===== src/lmcd_pkg.sv =====
// lmcd_pkg: constants shared by the motion command decoder files
// assumes: byte-wide frame fields, 32-bit apb data, byte addresses
package lmcd_pkg;

  // ****************************************
  // frame layout
  // ****************************************
  localparam int          LMCD_MAX_BYTES   = 9;      // identifier + 8 data bytes
  localparam logic [3:0]  LMCD_LEN_TYPE1   = 4'h3;   // identifier + 2 data bytes
  localparam logic [3:0]  LMCD_LEN_TYPE4   = 4'h9;   // identifier + 8 data bytes
  localparam logic [7:0]  LMCD_ID_DIAG     = 8'h3c;
  localparam logic [7:0]  LMCD_APP_CMD     = 8'h80;
  localparam int          LMCD_CMD_FLAG    = 7;      // bit 7 of the command byte
  localparam int          LMCD_BCAST_BIT   = 7;      // bit 7 of the address byte
  localparam logic [6:0]  LMCD_CMD_HALT    = 7'h05;
  localparam logic [6:0]  LMCD_CMD_ZERO    = 7'h06;
  localparam logic [6:0]  LMCD_CMD_DUAL    = 7'h08;
  localparam logic [6:0]  LMCD_CMD_STALL   = 7'h16;

  // ****************************************
  // apb register map
  // ****************************************
  localparam logic [7:0]  LMCD_ADDR_CTRL   = 8'h00;
  localparam logic [7:0]  LMCD_ADDR_STATUS = 8'h04;
  localparam logic [7:0]  LMCD_ADDR_POS    = 8'h08;
  localparam logic [7:0]  LMCD_ADDR_STL_LO = 8'h0c;
  localparam logic [7:0]  LMCD_ADDR_STL_HI = 8'h10;
  localparam logic [7:0]  LMCD_ADDR_IRQ_ST = 8'h14;
  localparam logic [7:0]  LMCD_ADDR_IRQ_MK = 8'h18;

  // ctrl fields
  localparam int          LMCD_CTRL_NODE_LSB = 0;    // node address [6:0]
  localparam int          LMCD_CTRL_SDCLR    = 8;    // write 1: leave shutdown
  localparam logic [6:0]  LMCD_NODE_RST      = 7'h00;

  // status fields
  localparam int          LMCD_ST_REFDONE  = 0;
  localparam int          LMCD_ST_STEP_LOSS_FLAG = 1;
  localparam int          LMCD_ST_SHUTDOWN = 2;
  localparam int          LMCD_ST_DUAL     = 3;
  localparam int          LMCD_ST_MOVING   = 4;
  localparam int          LMCD_ST_COPYPEND = 5;

  // interrupt bits
  localparam int          LMCD_IRQ_W       = 5;
  localparam int          LMCD_IRQ_HALT    = 0;
  localparam int          LMCD_IRQ_ZERO    = 1;
  localparam int          LMCD_IRQ_DUAL    = 2;
  localparam int          LMCD_IRQ_STALL   = 3;
  localparam int          LMCD_IRQ_REJECT  = 4;
  localparam logic [4:0]  LMCD_IRQ_MK_RST  = 5'h00;

  // reset values of positions and parameters
  localparam logic [15:0] LMCD_POS_RST     = 16'h0000;
  localparam logic [39:0] LMCD_STALL_RST   = 40'h0000000000;

  // ****************************************
  // dual positioning sequence
  // ****************************************
  typedef enum logic [1:0] {LMCD_DS_IDLE, LMCD_DS_FIRST, LMCD_DS_SECOND} lmcd_dstate_t;

endpackage


===== src/lmcd_frame_capture.sv =====
// lmcd_frame_capture: gathers the bytes of one received frame
// assumes: data-link layer gives start, byte and end strobes on i_ref_clk
`timescale 1ns/1ns
`default_nettype none
module lmcd_frame_capture
  import lmcd_pkg::*;
(
  // clock and reset
  input  wire logic        i_ref_clk,
  input  wire logic        i_rst_n,
  // byte stream
  input  wire logic        i_rx_start,
  input  wire logic        i_rx_byte_valid,
  input  wire logic [7:0]  i_rx_byte,
  input  wire logic        i_rx_end,
  input  wire logic        i_rx_checksum_ok,
  // captured frame
  output logic             o_frame_valid,
  output logic             o_frame_bad,
  output logic [3:0]       o_frame_len,
  output logic [71:0]      o_frame_bytes
);
  typedef struct packed {
    logic [LMCD_MAX_BYTES-1:0][7:0] mem;
    logic [3:0]                     cnt;
    logic                           ovf;
    logic                           ok;
    logic                           bad;
    logic [3:0]                     len;
  } lmcd_cap_t;

  lmcd_cap_t q;
  lmcd_cap_t d;

  always_comb begin
    d     = q;
    d.ok  = 1'b0;
    d.bad = 1'b0;
    if (i_rx_start) begin
      d.cnt = '0;
      d.ovf = 1'b0;
    end else if (i_rx_byte_valid) begin
      if (q.cnt < LMCD_LEN_TYPE4) begin
        d.mem[q.cnt] = i_rx_byte;
        d.cnt        = q.cnt + 4'h1;
      end else begin
        d.ovf = 1'b1;
      end
    end
    // frame accepted only with a good checksum
    if (i_rx_end && !i_rx_start) begin
      d.ok  = i_rx_checksum_ok && !q.ovf;
      d.bad = !(i_rx_checksum_ok && !q.ovf);
      d.len = q.cnt;
    end
  end

  always_ff @(posedge i_ref_clk or negedge i_rst_n) begin
    if (!i_rst_n) begin
      q <= '0;
    end else begin
      q <= d;
    end
  end

  assign o_frame_valid = q.ok;
  assign o_frame_bad   = q.bad;
  assign o_frame_len   = q.len;
  assign o_frame_bytes = q.mem;
endmodule
`default_nettype wire


===== src/lmcd_sync.sv =====
// lmcd_sync: three-stage synchroniser for asynchronous pin levels
// assumes: a change is accepted once stages two and three agree
`timescale 1ns/1ns
`default_nettype none
module lmcd_sync #(
  parameter int W = 2
) (
  // clock and reset
  input  wire logic         i_ref_clk,
  input  wire logic         i_rst_n,
  // levels
  input  wire logic [W-1:0] i_async,
  output logic      [W-1:0] o_level
);
  typedef struct packed {
    logic [W-1:0] s1;
    logic [W-1:0] s2;
    logic [W-1:0] s3;
    logic [W-1:0] lv;
  } lmcd_sync_t;

  lmcd_sync_t   q;
  lmcd_sync_t   d;
  logic [W-1:0] lv_next;

  // ****************************************
  // per-bit agreement filter
  // ****************************************
  for (genvar g = 0; g < W; g++) begin : g_bit
    assign lv_next[g] = (q.s2[g] == q.s3[g]) ? q.s3[g] : q.lv[g];
  end

  always_comb begin
    d    = q;
    d.s1 = i_async;
    d.s2 = q.s1;
    d.s3 = q.s2;
    d.lv = lv_next;
  end

  always_ff @(posedge i_ref_clk or negedge i_rst_n) begin
    if (!i_rst_n) begin
      q <= '0;
    end else begin
      q <= d;
    end
  end

  assign o_level = q.lv;
endmodule
`default_nettype wire


===== src/lmcd_top.sv =====
// lmcd_top: motion command decoder with apb registers and interrupt
// assumes: frame bytes, motion generator strobes and apb on i_ref_clk;
// coil fault pins are asynchronous
//
// Decided for this implementation: the register offsets and the APB interface to the registers.
`timescale 1ns/1ns
`default_nettype none
// Summary of operation
// - coil fault raises an internal halt and enters shutdown
// - halt while moving sets the step-loss flag
// - once at rest after halt, actual position copies into target
// - two-byte commands are decoded from data bytes, never identifier
// - halt frame: command byte 0x85, then broadcast and address
// - halt with broadcast bit zero stops every node
// - zero-position command clears actual and target positions while no two-speed sequence runs
// - zero-position command sets the reference-done flag while no two-speed sequence runs
// - zero-position frame: command byte 0x86, then broadcast and address
// - two-speed frame layout: 0x3c, 0x80, 0x88, addr, speeds, two positions
// - move to first target fast, then relative offset at minimum speed
// - finished two-speed sequence sets reference-done
// - no other positioning command interrupts a running two-speed sequence
// - stall-config frame: 0x3c, 0x80, 0x96, addr, currents, speeds
// - bytes six to eight carry stall thresholds, step mode and enables
// - stall parameters kept in ram; broadcast zero applies everywhere
// - short status query clears the step-loss flag
module lmcd_top
  import lmcd_pkg::*;
(
  // clock and reset
  input  wire logic        i_ref_clk,
  input  wire logic        i_arst_n,
  // frame byte stream
  input  wire logic        i_rx_start,
  input  wire logic        i_rx_byte_valid,
  input  wire logic [7:0]  i_rx_byte,
  input  wire logic        i_rx_end,
  input  wire logic        i_rx_checksum_ok,
  input  wire logic        i_status_query,
  // coil fault pins
  input  wire logic [1:0]  i_coil_fault,
  // motion generator
  input  wire logic        i_motion_busy,
  input  wire logic        i_move_done,
  input  wire logic        i_pos_valid,
  input  wire logic [15:0] i_pos_value,
  output logic             o_move_req,
  output logic [15:0]      o_move_target,
  output logic [3:0]       o_move_vmax,
  output logic [3:0]       o_move_vmin,
  output logic             o_halt,
  output logic             o_shutdown,
  output logic [15:0]      o_actual_position,
  output logic [15:0]      o_target_position,
  output logic             o_ref_done,
  output logic             o_step_loss_flag,
  output logic             o_dual_busy,
  output logic [39:0]      o_stall_params,
  // apb slave
  input  wire logic        psel,
  input  wire logic        penable,
  input  wire logic        pwrite,
  input  wire logic [7:0]  paddr,
  input  wire logic [31:0] pwdata,
  output logic             pready,
  output logic [31:0]      prdata,
  output logic             pslverr,
  // interrupt
  output logic             o_irq
);
  typedef struct packed {
    lmcd_dstate_t          ds;
    logic [15:0]           actual_position;
    logic [15:0]           target_position;
    logic [15:0]           first_target;
    logic [15:0]           second_offset;
    logic [3:0]            vmax;
    logic [3:0]            vmin;
    logic                  move_req;
    logic [15:0]           move_target;
    logic [3:0]            move_vmax;
    logic [3:0]            move_vmin;
    logic                  halt;
    logic                  shutdown;
    logic                  copy_pend;
    logic                  ref_done;
    logic                  step_loss_flag;
    logic [39:0]           stall;
    logic [6:0]            node;
    logic [LMCD_IRQ_W-1:0] irq_st;
    logic [LMCD_IRQ_W-1:0] irq_mk;
    logic [31:0]           rdata;
    logic                  err;
  } lmcd_state_t;

  lmcd_state_t q;
  lmcd_state_t d;
  logic [1:0]  rst_sync_q;
  logic        rst_n;
  logic        fr_valid;
  logic        fr_bad;
  logic [3:0]  fr_len;
  logic [71:0] fr_bytes;
  logic [1:0]  coil_fault;

  // ****************************************
  // reset release and submodules
  // ****************************************
  always_ff @(posedge i_ref_clk or negedge i_arst_n) begin
    if (!i_arst_n) begin
      rst_sync_q <= 2'b00;
    end else begin
      rst_sync_q <= {rst_sync_q[0], 1'b1};
    end
  end
  assign rst_n = rst_sync_q[1];

  lmcd_frame_capture u_capture (
    .i_ref_clk        (i_ref_clk),
    .i_rst_n          (rst_n),
    .i_rx_start       (i_rx_start),
    .i_rx_byte_valid  (i_rx_byte_valid),
    .i_rx_byte        (i_rx_byte),
    .i_rx_end         (i_rx_end),
    .i_rx_checksum_ok (i_rx_checksum_ok),
    .o_frame_valid    (fr_valid),
    .o_frame_bad      (fr_bad),
    .o_frame_len      (fr_len),
    .o_frame_bytes    (fr_bytes)
  );

  lmcd_sync #(.W(2)) u_fault_sync (
    .i_ref_clk (i_ref_clk),
    .i_rst_n   (rst_n),
    .i_async   (i_coil_fault),
    .o_level   (coil_fault)
  );

  // ****************************************
  // frame decode
  // ****************************************
  logic [7:0] b0, b1, b2, b3, b4, b5, b6, b7, b8;
  logic       is_t1, is_t4, addr1_ok, addr4_ok;
  logic       cmd_halt, cmd_zero, cmd_dual, cmd_stall, fault_halt, halt_ev;
  logic       apb_wr, apb_setup;
  logic [LMCD_IRQ_W-1:0] irq_ev;

  assign b0 = fr_bytes[7:0];
  assign b1 = fr_bytes[15:8];
  assign b2 = fr_bytes[23:16];
  assign b3 = fr_bytes[31:24];
  assign b4 = fr_bytes[39:32];
  assign b5 = fr_bytes[47:40];
  assign b6 = fr_bytes[55:48];
  assign b7 = fr_bytes[63:56];
  assign b8 = fr_bytes[71:64];

  // identifier ignored for two-byte commands
  assign is_t1 = (fr_len == LMCD_LEN_TYPE1) && b1[LMCD_CMD_FLAG];
  // diagnostic frame header
  assign is_t4 = (fr_len == LMCD_LEN_TYPE4) && (b0 == LMCD_ID_DIAG)
              && (b1 == LMCD_APP_CMD) && b2[LMCD_CMD_FLAG];
  // broadcast zero or own address
  assign addr1_ok = !b2[LMCD_BCAST_BIT] || (b2[6:0] == q.node);
  assign addr4_ok = !b3[LMCD_BCAST_BIT] || (b3[6:0] == q.node);

  assign cmd_halt  = fr_valid && is_t1 && (b1[6:0] == LMCD_CMD_HALT) && addr1_ok;
  assign cmd_zero  = fr_valid && is_t1 && (b1[6:0] == LMCD_CMD_ZERO) && addr1_ok;
  assign cmd_dual  = fr_valid && is_t4 && (b2[6:0] == LMCD_CMD_DUAL) && addr4_ok;
  assign cmd_stall = fr_valid && is_t4 && (b2[6:0] == LMCD_CMD_STALL) && addr4_ok;

  // a fault raises a halt once, on entry to shutdown
  assign fault_halt = (|coil_fault) && !q.shutdown;
  assign halt_ev    = cmd_halt || fault_halt;

  assign apb_setup = psel && !penable;
  assign apb_wr    = psel && penable && pwrite;

  always_comb begin
    irq_ev = '0;
    irq_ev[LMCD_IRQ_HALT]   = halt_ev;
    irq_ev[LMCD_IRQ_ZERO]   = cmd_zero && (q.ds == LMCD_DS_IDLE) && !halt_ev;
    irq_ev[LMCD_IRQ_DUAL]   = (q.ds == LMCD_DS_SECOND) && i_move_done && !halt_ev;
    irq_ev[LMCD_IRQ_STALL]  = cmd_stall;
    irq_ev[LMCD_IRQ_REJECT] = fr_bad
                           || (fr_valid && !(cmd_halt || cmd_zero || cmd_dual || cmd_stall));
  end

  // ****************************************
  // next state
  // ****************************************
  always_comb begin
    d          = q;
    d.move_req = 1'b0;
    d.halt     = 1'b0;

    if (i_pos_valid) begin
      d.actual_position = i_pos_value;
    end

    // stall and motor parameters into ram
    if (cmd_stall) begin
      d.stall = {b4, b5, b6, b7, b8};
    end

    // two-speed sequence
    case (q.ds)
      LMCD_DS_IDLE: begin
        if (cmd_dual && !halt_ev) begin
          d.first_target    = {b5, b6};
          d.second_offset   = {b7, b8};
          d.vmax            = b4[7:4];
          d.vmin            = b4[3:0];
          d.move_req        = 1'b1;
          d.move_target     = {b5, b6};
          d.move_vmax       = b4[7:4];
          d.move_vmin       = b4[3:0];
          d.target_position = {b5, b6};
          d.ds              = LMCD_DS_FIRST;
        end else if (cmd_zero && !halt_ev) begin
          d.actual_position = LMCD_POS_RST;
          d.target_position = LMCD_POS_RST;
          d.ref_done        = 1'b1;
        end
      end
      LMCD_DS_FIRST: begin
        // second leg runs the offset at minimum speed
        if (i_move_done) begin
          d.move_req        = 1'b1;
          d.move_target     = q.first_target + q.second_offset;
          d.move_vmax       = q.vmin;
          d.move_vmin       = q.vmin;
          d.target_position = q.first_target + q.second_offset;
          d.ds              = LMCD_DS_SECOND;
        end
      end
      LMCD_DS_SECOND: begin
        if (i_move_done) begin
          d.ref_done = 1'b1;
          d.ds       = LMCD_DS_IDLE;
        end
      end
      default: begin
        d.ds = LMCD_DS_IDLE;
      end
    endcase
    // dual and zero commands are ignored outside idle

    // halt overrides any motion, including the two-speed sequence
    if (halt_ev) begin
      d.halt      = 1'b1;
      d.move_req  = 1'b0;
      d.ds        = LMCD_DS_IDLE;
      d.copy_pend = 1'b1;
      if (fault_halt) begin
        d.shutdown = 1'b1;
      end
      if (i_motion_busy) begin
        d.step_loss_flag = 1'b1;
      end
    end else if (q.copy_pend && !i_motion_busy && !q.halt) begin
      d.target_position = d.actual_position;
      d.copy_pend       = 1'b0;
    end

    // query clears step loss unless a new loss arrives at once
    if (i_status_query && !(halt_ev && i_motion_busy)) begin
      d.step_loss_flag = 1'b0;
    end

    // apb write in the access cycle
    if (apb_wr) begin
      case (paddr)
        LMCD_ADDR_CTRL: begin
          d.node = pwdata[LMCD_CTRL_NODE_LSB +: 7];
          if (pwdata[LMCD_CTRL_SDCLR] && !(|coil_fault)) begin
            d.shutdown = 1'b0;
          end
        end
        LMCD_ADDR_IRQ_ST: d.irq_st = q.irq_st & ~pwdata[LMCD_IRQ_W-1:0];
        LMCD_ADDR_IRQ_MK: d.irq_mk = pwdata[LMCD_IRQ_W-1:0];
        default: ;
      endcase
    end
    // set wins over write-one-to-clear
    d.irq_st = d.irq_st | irq_ev;

    // apb read data captured in the setup cycle
    if (apb_setup) begin
      d.rdata = 32'h00000000;
      d.err   = 1'b0;
      case (paddr)
        LMCD_ADDR_CTRL:   d.rdata[6:0] = q.node;
        LMCD_ADDR_STATUS: begin
          d.rdata[LMCD_ST_REFDONE]  = q.ref_done;
          d.rdata[LMCD_ST_STEP_LOSS_FLAG] = q.step_loss_flag;
          d.rdata[LMCD_ST_SHUTDOWN] = q.shutdown;
          d.rdata[LMCD_ST_DUAL]     = (q.ds != LMCD_DS_IDLE);
          d.rdata[LMCD_ST_MOVING]   = i_motion_busy;
          d.rdata[LMCD_ST_COPYPEND] = q.copy_pend;
        end
        LMCD_ADDR_POS:    d.rdata = {q.target_position, q.actual_position};
        LMCD_ADDR_STL_LO: d.rdata[15:0] = q.stall[39:24];
        LMCD_ADDR_STL_HI: d.rdata[23:0] = q.stall[23:0];
        LMCD_ADDR_IRQ_ST: d.rdata[LMCD_IRQ_W-1:0] = q.irq_st;
        LMCD_ADDR_IRQ_MK: d.rdata[LMCD_IRQ_W-1:0] = q.irq_mk;
        default:          d.err = 1'b1;
      endcase
    end
  end

  // ****************************************
  // state register
  // ****************************************
  always_ff @(posedge i_ref_clk or negedge rst_n) begin
    if (!rst_n) begin
      q                 <= '0;
      q.ds              <= LMCD_DS_IDLE;
      q.actual_position <= LMCD_POS_RST;
      q.target_position <= LMCD_POS_RST;
      q.stall           <= LMCD_STALL_RST;
      q.node            <= LMCD_NODE_RST;
      q.irq_mk          <= LMCD_IRQ_MK_RST;
    end else begin
      q <= d;
    end
  end

  // ****************************************
  // outputs
  // ****************************************
  assign o_move_req        = q.move_req;
  assign o_move_target     = q.move_target;
  assign o_move_vmax       = q.move_vmax;
  assign o_move_vmin       = q.move_vmin;
  assign o_halt            = q.halt;
  assign o_shutdown        = q.shutdown;
  assign o_actual_position = q.actual_position;
  assign o_target_position = q.target_position;
  assign o_ref_done        = q.ref_done;
  assign o_step_loss_flag  = q.step_loss_flag;
  assign o_dual_busy       = (q.ds != LMCD_DS_IDLE);
  assign o_stall_params    = q.stall;
  assign pready            = 1'b1;
  assign prdata            = q.rdata;
  assign pslverr           = q.err && psel && penable;
  assign o_irq             = |(q.irq_st & q.irq_mk);
endmodule
`default_nettype wire

===== config.mk =====
export PLATFORM = sky130hd
export DESIGN_NAME = lmcd_top
export DESIGN_NICKNAME = d
export VERILOG_FILES = /design/src/lmcd_pkg.sv /design/src/lmcd_frame_capture.sv /design/src/lmcd_sync.sv /design/src/lmcd_top.sv
export SDC_FILE = /design/constraint.sdc
export NUM_CORES = 1
export LEC_CHECK = 0
export BUFFER_PORTS_ARGS = -buffer_cell sky130_fd_sc_hd__buf_2
export CAP_MARGIN = 20
export CORE_UTILIZATION = 45
export CTS_BUF_LIST = sky130_fd_sc_hd__clkbuf_8
export DETAILED_ROUTE_END_ITERATION = 12
export HOLD_SLACK_MARGIN = 0.02
export PLACE_DENSITY = 0.68
export SYNTH_ARGS = -nofsm -noshare
export SYNTH_HDL_FRONTEND = slang
export SYNTH_SLANG_ARGS = --single-unit

===== constraint.sdc =====
create_clock -name i_ref_clk -period 8.3 [get_ports i_ref_clk]
set_clock_uncertainty 0.2 [all_clocks]
set_input_delay 0.83 -clock i_ref_clk [delete_from_list [all_inputs] [get_ports i_ref_clk]]
set_output_delay 0.83 -clock i_ref_clk [all_outputs]
set_load 0.005 [all_outputs]

==> impl_metrics.py, run 1 <==
metrics = {
    "run_status": {
        "status": "complete, no violations",
    },
    "global_routing": {
        "grt_start_max_net_pins": 81,
        "top_usage_layer": "met2",
        "grt_usage_pct": 23.61,
        "grt_use_met3_pct": 3.788,
        "grt_pass1_vias": 9690,
        "use_met2_pct": 37.81,
        "use_met1_pct": 32.99,
        "antenna_found_initial": 0,
        "grt_overflow": 0,
        "grt_pass1_wl_um": 56070,
    },
    "routing": {
        "vias_per_cell": 5.390,
        "drc_errors": 0,
        "drt_wl_total_um": 35520,
        "wire_per_inst_um": 19.68,
        "drtIter0Drc": 734,
        "num_vias": 9729,
        "antenna_left": 0,
        "first_pass_iters": 5,
    },
    "floorplan": {
        "die_h_um": 175.5,
        "fp.dieW_um": 175.5,
        "rows": 63,
        "die_area_mm2": 0.03079,
        "fp.coreArea_mm2": 0.02964,
        "io_pins": 216,
        "initial_core_util_pct": 45.69,
    },
    "synthesis": {
        "yosys_warnings": 0,
        "synth_cells": 1307,
        "synth_ff_type": "dfrtp_1",
        "avgSynthCellArea_um2": 10.36,
        "synth.cell_area_mm2": 0.01354,
        "async_flop_share_pct": 100.0,
        "synth_edf_count": 0,
        "yosys_register_bits": 283,
        "synthDistinctLibCells": 67,
        "synth_seq_area_share_pct": 52.30,
    },
    "cts": {
        "cts_buffers": 46,
        "worstSkewPairLatency_ns": 0.57,
        "clkSinkCount": 283,
        "clk_path_buf_depth": 3,
        "htreeDepth": 2,
        "clock_tree.root_cell": "clkbuf_8",
        "cts_setup_buffers": 0,
        "cts_tree": "done",
        "cts.clk_slew.worst_paths_ns": 0.06,
    },
    "layout": {
        "fin_area_mm2": 0.01496,
        "nNetsFinal": 1483,
        "ff_latch_area_mm2": 0.007086,
        "multi_input_area_mm2": 0.005243,
        "diodes": 0,
        "area_delta_synth_final_pct": 10.51,
        "drive_gt1_share_pct": 26.57,
        "fin_util_pct": 50.49,
        "nFillCells": 2757,
    },
    "sta": {
        "hold_viol_final": 0,
        "tightest_slew_ns": 1.046,
        "timing.slew.headroom_pct": 30.30,
        "setup_tns_ns": 0,
        "period_share_pct": 44.94,
        "post-route-min-period_ns": 3.730,
        "drv_slew": 0,
        "max_freq_ghz": 0.2681,
        "fin_ws_ns": 4.570,
        "finalSetupViolations": 0,
        "rsz0062_at_grt": "no",
    },
    "setup_path": {
        "worstSetupStartpoint": "u_capture.o_frame_bytes[13]$_DFFE_PN0P_",
        "reg2reg_slack_ns": 4.57,
        "path_class": "flop to flop",
        "start_kind": "flop",
        "cp_max_fo": 25,
        "reg2reg_depth": 7,
        "cp_data_arrival_time_ns": 3.99,
        "rr_startpoint": "u_capture.o_frame_bytes[13]$_DFFE_PN0P_",
        "required_ns": 8.56,
        "endpoint_kind": "flop",
        "r2r_end": "o_target_position[3]$_DFF_PN0_",
        "worstSetupEndpoint": "o_target_position[3]$_DFF_PN0_",
    },
    "pwr": {
        "power.leakage_uw": 0.007926,
        "power_density_mw_per_mm2": 209.4,
        "seqPwrFrac_pct": 50.1,
        "combPwrFrac_pct": 8.6,
        "switching_share_pct": 24.93,
        "peakVddDrop_uv": 115.6,
        "power_frac_clock_pct": 41.3,
        "p_int_uw": 2352,
        "p_switching_uw": 780.9,
    },
    "worst_hold_path": {
        "min_from": "u_fault_sync.d[5]$_DFF_PN0_",
        "min_path_type": "flop to flop",
    },
    "place": {
        "hpwlAfterDp_um": 25640,
        "place_ws_ns": 4.582,
        "port_buffers": 190,
        "place_congestion": 0.8932,
        "dpl-instance-area_mm2": 0.01393,
    },
    "flow_run": {
        "maxCapViolations": 0,
    },
}
worst max-delay path, stage by stage, from the launching register on:
cell and delay, ns:
dfrtp_1 0.39, nor4b_2 0.27, nand4_1 0.22, or4b_4 0.56, nor4b_1 0.53, and2_1 0.91, nor2_1 0.23, mux2_2 0.32
cell usage after synthesis, types with 13 or more instances:
cell / count / share of area (%)
buf_4: 131 / 7.3
ha_1: 20 / 1.8
a22oi_1: 13 / 0.72
dfrtp_1: 283 / 52
xnor2_1: 14 / 0.91
inv_1: 16 / 0.44
clkbuf_1: 39 / 1.1
mux2i_1: 38 / 2.8
mux2_2: 90 / 7.5
and2_1: 13 / 0.60
nor2_1: 60 / 1.7
o21ai_0: 42 / 1.6
a21oi_1: 35 / 1.3
a221o_1: 13 / 0.96
nand2_1: 321 / 8.9
xor2_1: 13 / 0.84
worst min path at each step:
stage	endpoint	slack, ns	cells after the start
2_1_floorplan	rst_sync_q[1]$_DFF_PN0_	0.13	0
3_3_place_gp	u_fault_sync.d[3]$_DFF_PN0_	0.13	0
3_5_place_dp	u_fault_sync.d[3]$_DFF_PN0_	0.14	0
4_1_cts	u_fault_sync.d[2]$_DFF_PN0_	0.15	0
5_1_grt	rst_sync_q[1]$_DFF_PN0_	0.16	0
6_report	u_fault_sync.d[3]$_DFF_PN0_	0.15	0
cells by family (layout without fill, tap and decap cells):
group                      Yosys count  after routing  share of synthesized area [%]
other                                1              2                        0.02769
buffers and inverters              195            302                          9.093
AOI/OAI and AO/OA                  191            191                          9.943
DFF                                283            283                          52.30
xor gates and xnor gates            27             27                          1.746
adders and majority gates           23             23                          2.144
and+or+nand+nor                    459            459                          14.45
muxes                              128            128                          10.29
through the flow:
stage | hold slack [ns] | instances | power (µW)
finish | 0.1473 | 1805 | 3133
global route | 0.1579 | 1805 | 3265
CTS | 0.1458 | 1803 | 3155
detailed placement | 0.1356 | 1722 | 1864
global placement | 0.1337 | 1721 | 1853
floorplan | 0.1311 | 1308 | 1788
power by group through the flow:
stage / clock network, µW / logic (µW) / registers [µW]
finish: 1290 / 270 / 1570
global route: 1380 / 303 / 1580
CTS: 1310 / 271 / 1570
detailed placement: 0 / 270 / 1590
global placement: 0 / 263 / 1590
floorplan: 0 / 211 / 1580
cell usage in the layout (no fill, tap or decap), drive strengths merged, types with 4 or more instances in the layout:
master	synthesis	layout
a21boi	9	9
nand2b	8	8
nor4b	4	4
buf	140	204
mux2i	38	38
nor3	7	7
o21ai	42	42
nand2	321	321
nand3	7	7
o21ba	7	7
a2bb2oi	9	9
a21oi	35	35
a221o	13	13
dfrtp	283	283
nor2	60	60
nand4	8	8
ha	20	20
xor2	13	13
xnor2	14	14
mux2	90	90
a22oi	13	13
o22ai	4	4
a21o	8	8
inv	16	31
clkbuf	39	61
and3	6	6
a31oi	9	9
nor2b	4	4
nor4	5	5
a311oi	4	4
o21a	4	4
o221ai	5	5
and2	13	13
a22o	8	8
flip-flops by register name, summed over array words and instances, names as in the netlist, 2 cells and up:
name / flops
rst_sync_q: 2
u_fault_sync.q: 2
o_move_vmax: 4
u_fault_sync.d: 4
prdata: 32
o_stall_params: 40
u_capture.o_frame_len: 4
o_move_vmin: 4
u_capture.q: 5
o_actual_position: 16
u_capture.o_frame_bytes: 72
o_move_target: 16
u_fault_sync.o_level: 2
o_target_position: 16
q: 57
layout make-up:
cell class                 count  share of cell area (%)
clock inverter                20                   1.112
sequential                   283                   47.35
clock buffer                  60                   5.519
tap                          390                   3.261
timing repair buffer         206                   7.317
inverter                      16                  0.4014
multi-input combinational    830                   35.04
layer usage:
layer  vias to the layer above  routed length (µm)
met5                         -                   0
met4                         0                 834
met3                        55                2014
met2                       319               16680
met1                      4866               15990
li1                       4489                   -
repair_timing:
action	CTS	global route
hold buffers	1	0
hold endpoints to repair	2	0
gates resized for setup	0	0
(Power assumes the default switching activity.)
==> run 2: changes to the inputs <==
--- a/config.mk
+++ b/config.mk
@@ -5,6 +5,7 @@
 export SDC_FILE = /design/constraint.sdc
 export NUM_CORES = 1
 export LEC_CHECK = 0
+export ABC_AREA = 1
 export BUFFER_PORTS_ARGS = -buffer_cell sky130_fd_sc_hd__buf_2
 export CAP_MARGIN = 20
 export CORE_UTILIZATION = 45
==> constraint.sdc (replaced) <==
create_clock -name i_ref_clk -period 3.35 [get_ports i_ref_clk]
set_clock_uncertainty 0.2 [all_clocks]
set_input_delay 0.335 -clock i_ref_clk [delete_from_list [all_inputs] [get_ports i_ref_clk]]
set_output_delay 0.335 -clock i_ref_clk [all_outputs]
set_load 0.005 [all_outputs]
==> impl_metrics.py, run 2 <==
metrics = {
    "run_status": {
        "status": "complete, no violations",
    },
    "synthesis": {
        "yosysTopAreaCell": "dfrtp_1",
        "synthTopCellsByArea": "dfrtp_1, nand2_1, buf_4",
        "synth_edf_count": 0,
        "avgSynthCellArea_um2": 8.366,
        "synth_cells": 1714,
        "synth_top_area_share_pct": 49.39,
        "synth_seq_area_share_pct": 49.39,
        "async_flop_share_pct": 100.0,
        "synth.cell_area_mm2": 0.01434,
        "yosysMostFrequentCell": "nand2_1",
        "yosys_warnings": 0,
        "yosys_register_bits": 283,
        "synth_ff_type": "dfrtp_1",
        "synthDistinctLibCells": 60,
        "synth_common_cells": "nand2_1, dfrtp_1, o21ai_0, inv_1, buf_4",
    },
    "sta": {
        "drv_slew": 0,
        "hold_viol_final": 0,
        "finalSetupViolations": 0,
        "tightest_slew_ns": 0.8288,
        "post-route-min-period_ns": 2.835,
        "rsz0062_at_grt": "no",
        "period_share_pct": 84.62,
        "max_freq_ghz": 0.3528,
        "timing.slew.headroom_pct": 44.69,
        "setup_tns_ns": 0,
        "finalHoldWorstSlack_ns": 0.04205,
    },
    "global_routing": {
        "top_usage_layer": "met2",
        "grt_usage_pct": 26.06,
        "grt_pass1_vias": 11420,
        "use_met2_pct": 41.58,
        "use_met1_pct": 35.72,
        "grt_pass1_wl_um": 65450,
        "antenna_found_initial": 0,
        "grt_overflow": 0,
        "grt_start_max_net_pins": 86,
        "grt_use_met3_pct": 4.689,
    },
    "setup_path": {
        "endpoint_kind": "flop",
        "path_delay_family": "compound AO/OA/AOI/OAI gates",
        "cp.depth": 14,
        "start_kind": "flop",
        "slowest_stage": "fa_1",
        "path_class": "flop to flop",
        "cp_common_cell": "inv_1",
        "cp_data_arrival_time_ns": 3.11,
        "reg2reg_depth": 14,
        "required_ns": 3.62,
        "cp_max_fo": 5,
        "slowest_delay_ns": 0.39,
        "worstPathCellList": "ha_1, inv_1, fa_1, nand3b_1, nand2_1, inv_1, o21ai_0, nand3_1, a21oi_1, nor2_1, a21oi_1, nand3_1, nand2_1, inv_1",
        "worst-path-buf-inv": 3,
    },
    "routing": {
        "wire_per_inst_um": 18.41,
        "first_pass_iters": 5,
        "vias_per_cell": 5.208,
        "drtIter0Drc": 987,
        "drt_wl_total_um": 41580,
        "antenna_left": 0,
        "drc_errors": 0,
        "num_vias": 11770,
    },
    "cts": {
        "clk_path_buf_depth": 3,
        "cts_setup_buffers": 0,
        "cts_buffers": 49,
        "cts.clk_slew.worst_paths_ns": 0.06,
        "clock_tree.root_cell": "clkbuf_8",
        "cts_tree": "done",
        "clkSinkCount": 283,
        "worstSkewPairLatency_ns": 0.58,
        "htreeDepth": 2,
    },
    "layout": {
        "ff_latch_area_mm2": 0.007086,
        "drive_gt1_share_pct": 18.30,
        "layout_commonest_cell": "nand2_1",
        "nFillCells": 2976,
        "nNetsFinal": 1934,
        "multi_input_area_mm2": 0.005326,
        "diodes": 0,
        "largest_reg_flops": 72,
        "layout_common_cells": "nand2_1, dfrtp_1, inv_1, buf_2, o21ai_0",
        "area_delta_synth_final_pct": 12.13,
    },
    "floorplan": {
        "die_area_mm2": 0.03258,
        "fp.dieW_um": 180.5,
        "die_h_um": 180.5,
        "initial_core_util_pct": 46.27,
        "fp.coreArea_mm2": 0.03099,
        "io_pins": 216,
        "rows": 64,
    },
    "worst_hold_path": {
        "hold_depth": 3,
        "min_path_type": "input pin to flop",
    },
    "flow_run": {
        "maxCapViolations": 0,
    },
    "pwr": {
        "power.leakage_uw": 0.008269,
        "peakVddDrop_uv": 288.1,
        "power_density_mw_per_mm2": 493.5,
    },
    "place": {
        "hpwlAfterDp_um": 31130,
        "place_congestion": 0.9355,
        "port_buffers": 190,
    },
}
run 2: changes by cell type after synthesis, sizes merged, moves of 30 or more:
cell / previous run / this run
mux2: 90 / 16
nand2: 321 / 508
nor2: 60 / 90
nand3: 7 / 64
mux2i: 38 / 0
o21ai: 42 / 194
inv: 16 / 181
run 2: final timing paths:
check / from / endpoint / slack, ns
max in group asynchronous: rst_sync_q[1]$_DFF_PN0_ / q[152]$_DFFE_PN0N_ / 1.95
min in group asynchronous: rst_sync_q[1]$_DFF_PN0_ / o_move_target[0]$_DFFE_PN0P_ / 0.13
setup / recovery: q[144]$_DFFE_PN0N_ / o_target_position[14]$_DFF_PN0_ / 0.52
hold / removal: i_rx_byte[5] / u_capture.o_frame_bytes[45]$_DFFE_PN0P_ / 0.04
setup reg to reg: q[144]$_DFFE_PN0N_ / o_target_position[14]$_DFF_PN0_ / 0.52
hold reg to reg: rst_sync_q[1]$_DFF_PN0_ / o_move_target[0]$_DFFE_PN0P_ / 0.13
run 2: through the flow:
| step | instances | util (%) | instance area (µm²) | total power, µW | setup WS (ns) |
|---|---|---|---|---|---|
| floorplan | 1715 | - | 14350 | 4653 | 0.3250 |
| global placement | 2139 | 47.57 | 14740 | 4869 | 0.5514 |
| detailed placement | 2139 | 47.57 | 14740 | 4899 | 0.5116 |
| CTS | 2259 | 51.88 | 16080 | 7985 | 0.5249 |
| global route | 2259 | 51.88 | 16080 | 8327 | 0.1883 |
| finish | 2259 | 51.88 | 16080 | 7935 | 0.5151 |
run 2: repair_timing:
| item | in CTS | in global routing |
|---|---|---|
| hold endpoints to repair | 64 | 0 |
| resized for setup | 0 | 0 |
| hold buffers | 40 | 0 |
run 2: routing by layer:
metal,vias to the layer above,routed length [µm]
met4,0,1262
met5,-,0
met1,5606,18680
met3,88,2686
li1,5628,-
met2,444,18950
run 2: worst reg2reg max path: cells and delay by family, from the launching register on:
kind | cells | cell delay (ns)
AND/OR/NAND/NOR | 6 | 0.73
buffers and inverters | 3 | 0.15
adder cells (fa/ha/maj) | 2 | 0.56
AO/OA/AOI/OAI | 3 | 0.77
flip-flops | 1 | 0.35
run 2: report_power, final:
part / switching, µW / total, µW / internal, µW
sequential: 268 / 3940 / 3680
combinational: 552 / 934 / 383
clock: 1390 / 3060 / 1670
total: 2210 / 7930 / 5730
run 2: area by class of cell:
class | count | share of cell area (%)
clock inverter | 20 | 0.6926
sequential | 283 | 44.07
timing repair buffer | 248 | 9.556
multi-input combinational | 1069 | 33.13
clock buffer | 60 | 5.136
tap | 396 | 3.082
inverter | 183 | 4.335
run 2: cells by family (layout without fill, tap and decap cells):
family | Yosys count | in the layout | synth area share (%)
adders and majority gates | 23 | 23 | 2.024
other | 1 | 2 | 0.02615
buffers and inverters | 363 | 511 | 13.54
DFF | 283 | 283 | 49.39
and+or+nand+nor | 726 | 726 | 21.49
xor gates and xnor gates | 4 | 4 | 0.2444
AOI/OAI and AO/OA | 298 | 298 | 12.02
muxes | 16 | 16 | 1.257
==> run 3: changes to the inputs <==
--- a/config.mk
+++ b/config.mk
@@ -5,14 +5,14 @@
 export SDC_FILE = /design/constraint.sdc
 export NUM_CORES = 1
 export LEC_CHECK = 0
-export ABC_AREA = 1
+export ABC_AREA = 0
 export BUFFER_PORTS_ARGS = -buffer_cell sky130_fd_sc_hd__buf_2
 export CAP_MARGIN = 20
 export CORE_UTILIZATION = 45
 export CTS_BUF_LIST = sky130_fd_sc_hd__clkbuf_8
 export DETAILED_ROUTE_END_ITERATION = 12
 export HOLD_SLACK_MARGIN = 0.02
-export PLACE_DENSITY = 0.68
+export PLACE_DENSITY = 0.66
 export SYNTH_ARGS = -nofsm -noshare
 export SYNTH_HDL_FRONTEND = slang
 export SYNTH_SLANG_ARGS = --single-unit
==> constraint.sdc (replaced) <==
create_clock -name i_ref_clk -period 2.8 [get_ports i_ref_clk]
set_clock_uncertainty 0.2 [all_clocks]
set_input_delay 0.28 -clock i_ref_clk [delete_from_list [all_inputs] [get_ports i_ref_clk]]
set_output_delay 0.28 -clock i_ref_clk [all_outputs]
set_load 0.005 [all_outputs]
==> impl_metrics.py, run 3 (synthesized netlist as in run 1, its figures left out) <==
metrics = {
    "routing": {
        "first_pass_iters": 5,
        "wire_per_inst_um": 19.73,
        "drt_wl_total_um": 37640,
        "antenna_left": 0,
        "vias_per_cell": 5.341,
        "num_vias": 10190,
        "drtIter0Drc": 818,
        "drc_errors": 0,
    },
    "floorplan": {
        "initial_core_util_pct": 45.69,
        "fp.dieW_um": 175.5,
        "die_area_mm2": 0.03079,
        "rows": 63,
        "io_pins": 216,
        "die_h_um": 175.5,
        "fp.coreArea_mm2": 0.02964,
    },
    "sta": {
        "post-route-min-period_ns": 2.772,
        "tightest_slew_ns": 0.8664,
        "timing.slew.headroom_pct": 42.24,
        "drv_slew": 0,
        "rsz0062_at_grt": "yes",
        "period_share_pct": 98.98,
        "finalSetupViolations": 0,
        "fin_ws_ns": 0.02844,
        "max_freq_ghz": 0.3608,
        "hold_viol_final": 0,
    },
    "cts": {
        "cts_tree": "done",
        "clkSinkCount": 283,
        "cts.clk_slew.worst_paths_ns": 0.06,
        "worstSkewPairLatency_ns": 0.58,
        "htreeDepth": 2,
        "clk_path_buf_depth": 3,
        "clock_tree.root_cell": "clkbuf_8",
        "cts_buffers": 47,
    },
    "setup_path": {
        "start_kind": "flop",
        "cp_data_arrival_time_ns": 3.02,
        "slowest_stage": "or4b_4",
        "slowest_delay_ns": 0.53,
        "cp_max_fo": 23,
        "cp_common_cell": "nor4b_2",
        "endpoint_kind": "flop",
        "worstPathCellList": "nor4b_2, nand4_1, or4b_4, nor4b_2, buf_4, and2_1, buf_12, nor2_1, mux2_4",
        "required_ns": 3.05,
        "path_class": "flop to flop",
    },
    "layout": {
        "diodes": 0,
        "drive_gt1_share_pct": 29.84,
        "largest_reg_flops": 72,
        "fin_util_pct": 54.39,
        "nNetsFinal": 1586,
        "layout_commonest_cell": "nand2_1",
        "area_delta_synth_final_pct": 19.04,
        "layout_common_cells": "nand2_1, dfrtp_1, buf_2, mux2_2, clkbuf_8",
    },
    "global_routing": {
        "grt_start_max_net_pins": 64,
        "grt_pass1_vias": 9992,
        "antenna_found_initial": 0,
        "grt_overflow": 0,
        "grt_pass1_wl_um": 57640,
        "grt_usage_pct": 24.47,
    },
    "place": {
        "place_congestion": 0.8993,
        "hpwlAfterDp_um": 27100,
        "port_buffers": 190,
        "place_ws_ns": -0.06417,
    },
    "pwr": {
        "power.leakage_uw": 0.008506,
        "peakVddDrop_uv": 283.5,
        "power_density_mw_per_mm2": 585.7,
    },
    "worst_hold_path": {
        "min_path_type": "input pin to flop",
    },
    "flow_run": {
        "maxCapViolations": 0,
    },
    "run_status": {
        "status": "complete, no violations",
    },
}
## run 3: worst paths after layout
path                                                          from                                 to  slack, ns  cells after the start
max                        u_capture.o_frame_bytes[13]$_DFFE_PN0P_     o_target_position[3]$_DFF_PN0_       0.03                      9
min                                                       i_rx_end  u_capture.o_frame_valid$_DFF_PN0_       0.06                      3
max reg2reg                u_capture.o_frame_bytes[13]$_DFFE_PN0P_     o_target_position[3]$_DFF_PN0_       0.03                      9
min reg2reg                                rst_sync_q[0]$_DFF_PN0_            rst_sync_q[1]$_DFF_PN0_       0.15                      0
max in group asynchronous                  rst_sync_q[1]$_DFF_PN0_     o_actual_position[8]$_DFF_PN0_       1.37                      1
min in group asynchronous                  rst_sync_q[1]$_DFF_PN0_                 q[153]$_DFFE_PN0N_       0.21                      0
## run 3: layout make-up
type                    instances  area, µm²
flip-flops and latches        283       7086
repair buffers                308       2147
multi-input cells             830       5340
fillers                      2595      13520
clock inverters                18      131.4
well taps                     390      488.0
inverters                      16      60.06
clock buffers                  63      867.1
## run 3: repair_timing
| item | CTS | global route |
|---|---|---|
| gates cloned | 0 | 3 |
| endpoints found under the setup margin | 1 | 38 |
| hold buffers | 47 | 0 |
| buffers inserted | 1 | 8 |
| resized for setup | 5 | 22 |
| hold endpoints to repair | 128 | 0 |
| pin swaps | 1 | 2 |
## run 3: report_power, final
part           internal [µW]  switching [µW]
Combinational            493             445
Sequential              4380             282
Clock                   2180            1660
## run 3: metal layers
layer	wire length [µm]	global-route usage, %	vias to the layer above
met5	0	0	-
met4	1104	8.986	0
met3	2609	3.961	70
met2	17400	38.74	420
met1	16530	33.93	4993
li1	-	-	4708
## run 3: through the flow
| stage | TNS (ns) | power (µW) | hold slack [ns] | cells | area (µm²) |
|---|---|---|---|---|---|
| after floorplan | -63.23 | 5300 | -0.2156 | 1308 | 13550 |
| after global placement | -0.01084 | 5553 | -0.1342 | 1768 | 14400 |
| after detailed placement | -0.08688 | 5588 | -0.1320 | 1768 | 14400 |
| after CTS | 0 | 9494 | 0.03083 | 1897 | 15890 |
| after global routing | -1.166 | 9851 | 0.06363 | 1908 | 16120 |
| final | 0 | 9441 | 0.05642 | 1908 | 16120 |
## run 3: critical path: cells and delay by family (launching register included)
family                 cells  cell delay [ns]
flip-flops                 1             0.38
buffers and inverters      2             0.34
AND/OR/NAND/NOR            6             1.45
multiplexers               1             0.27
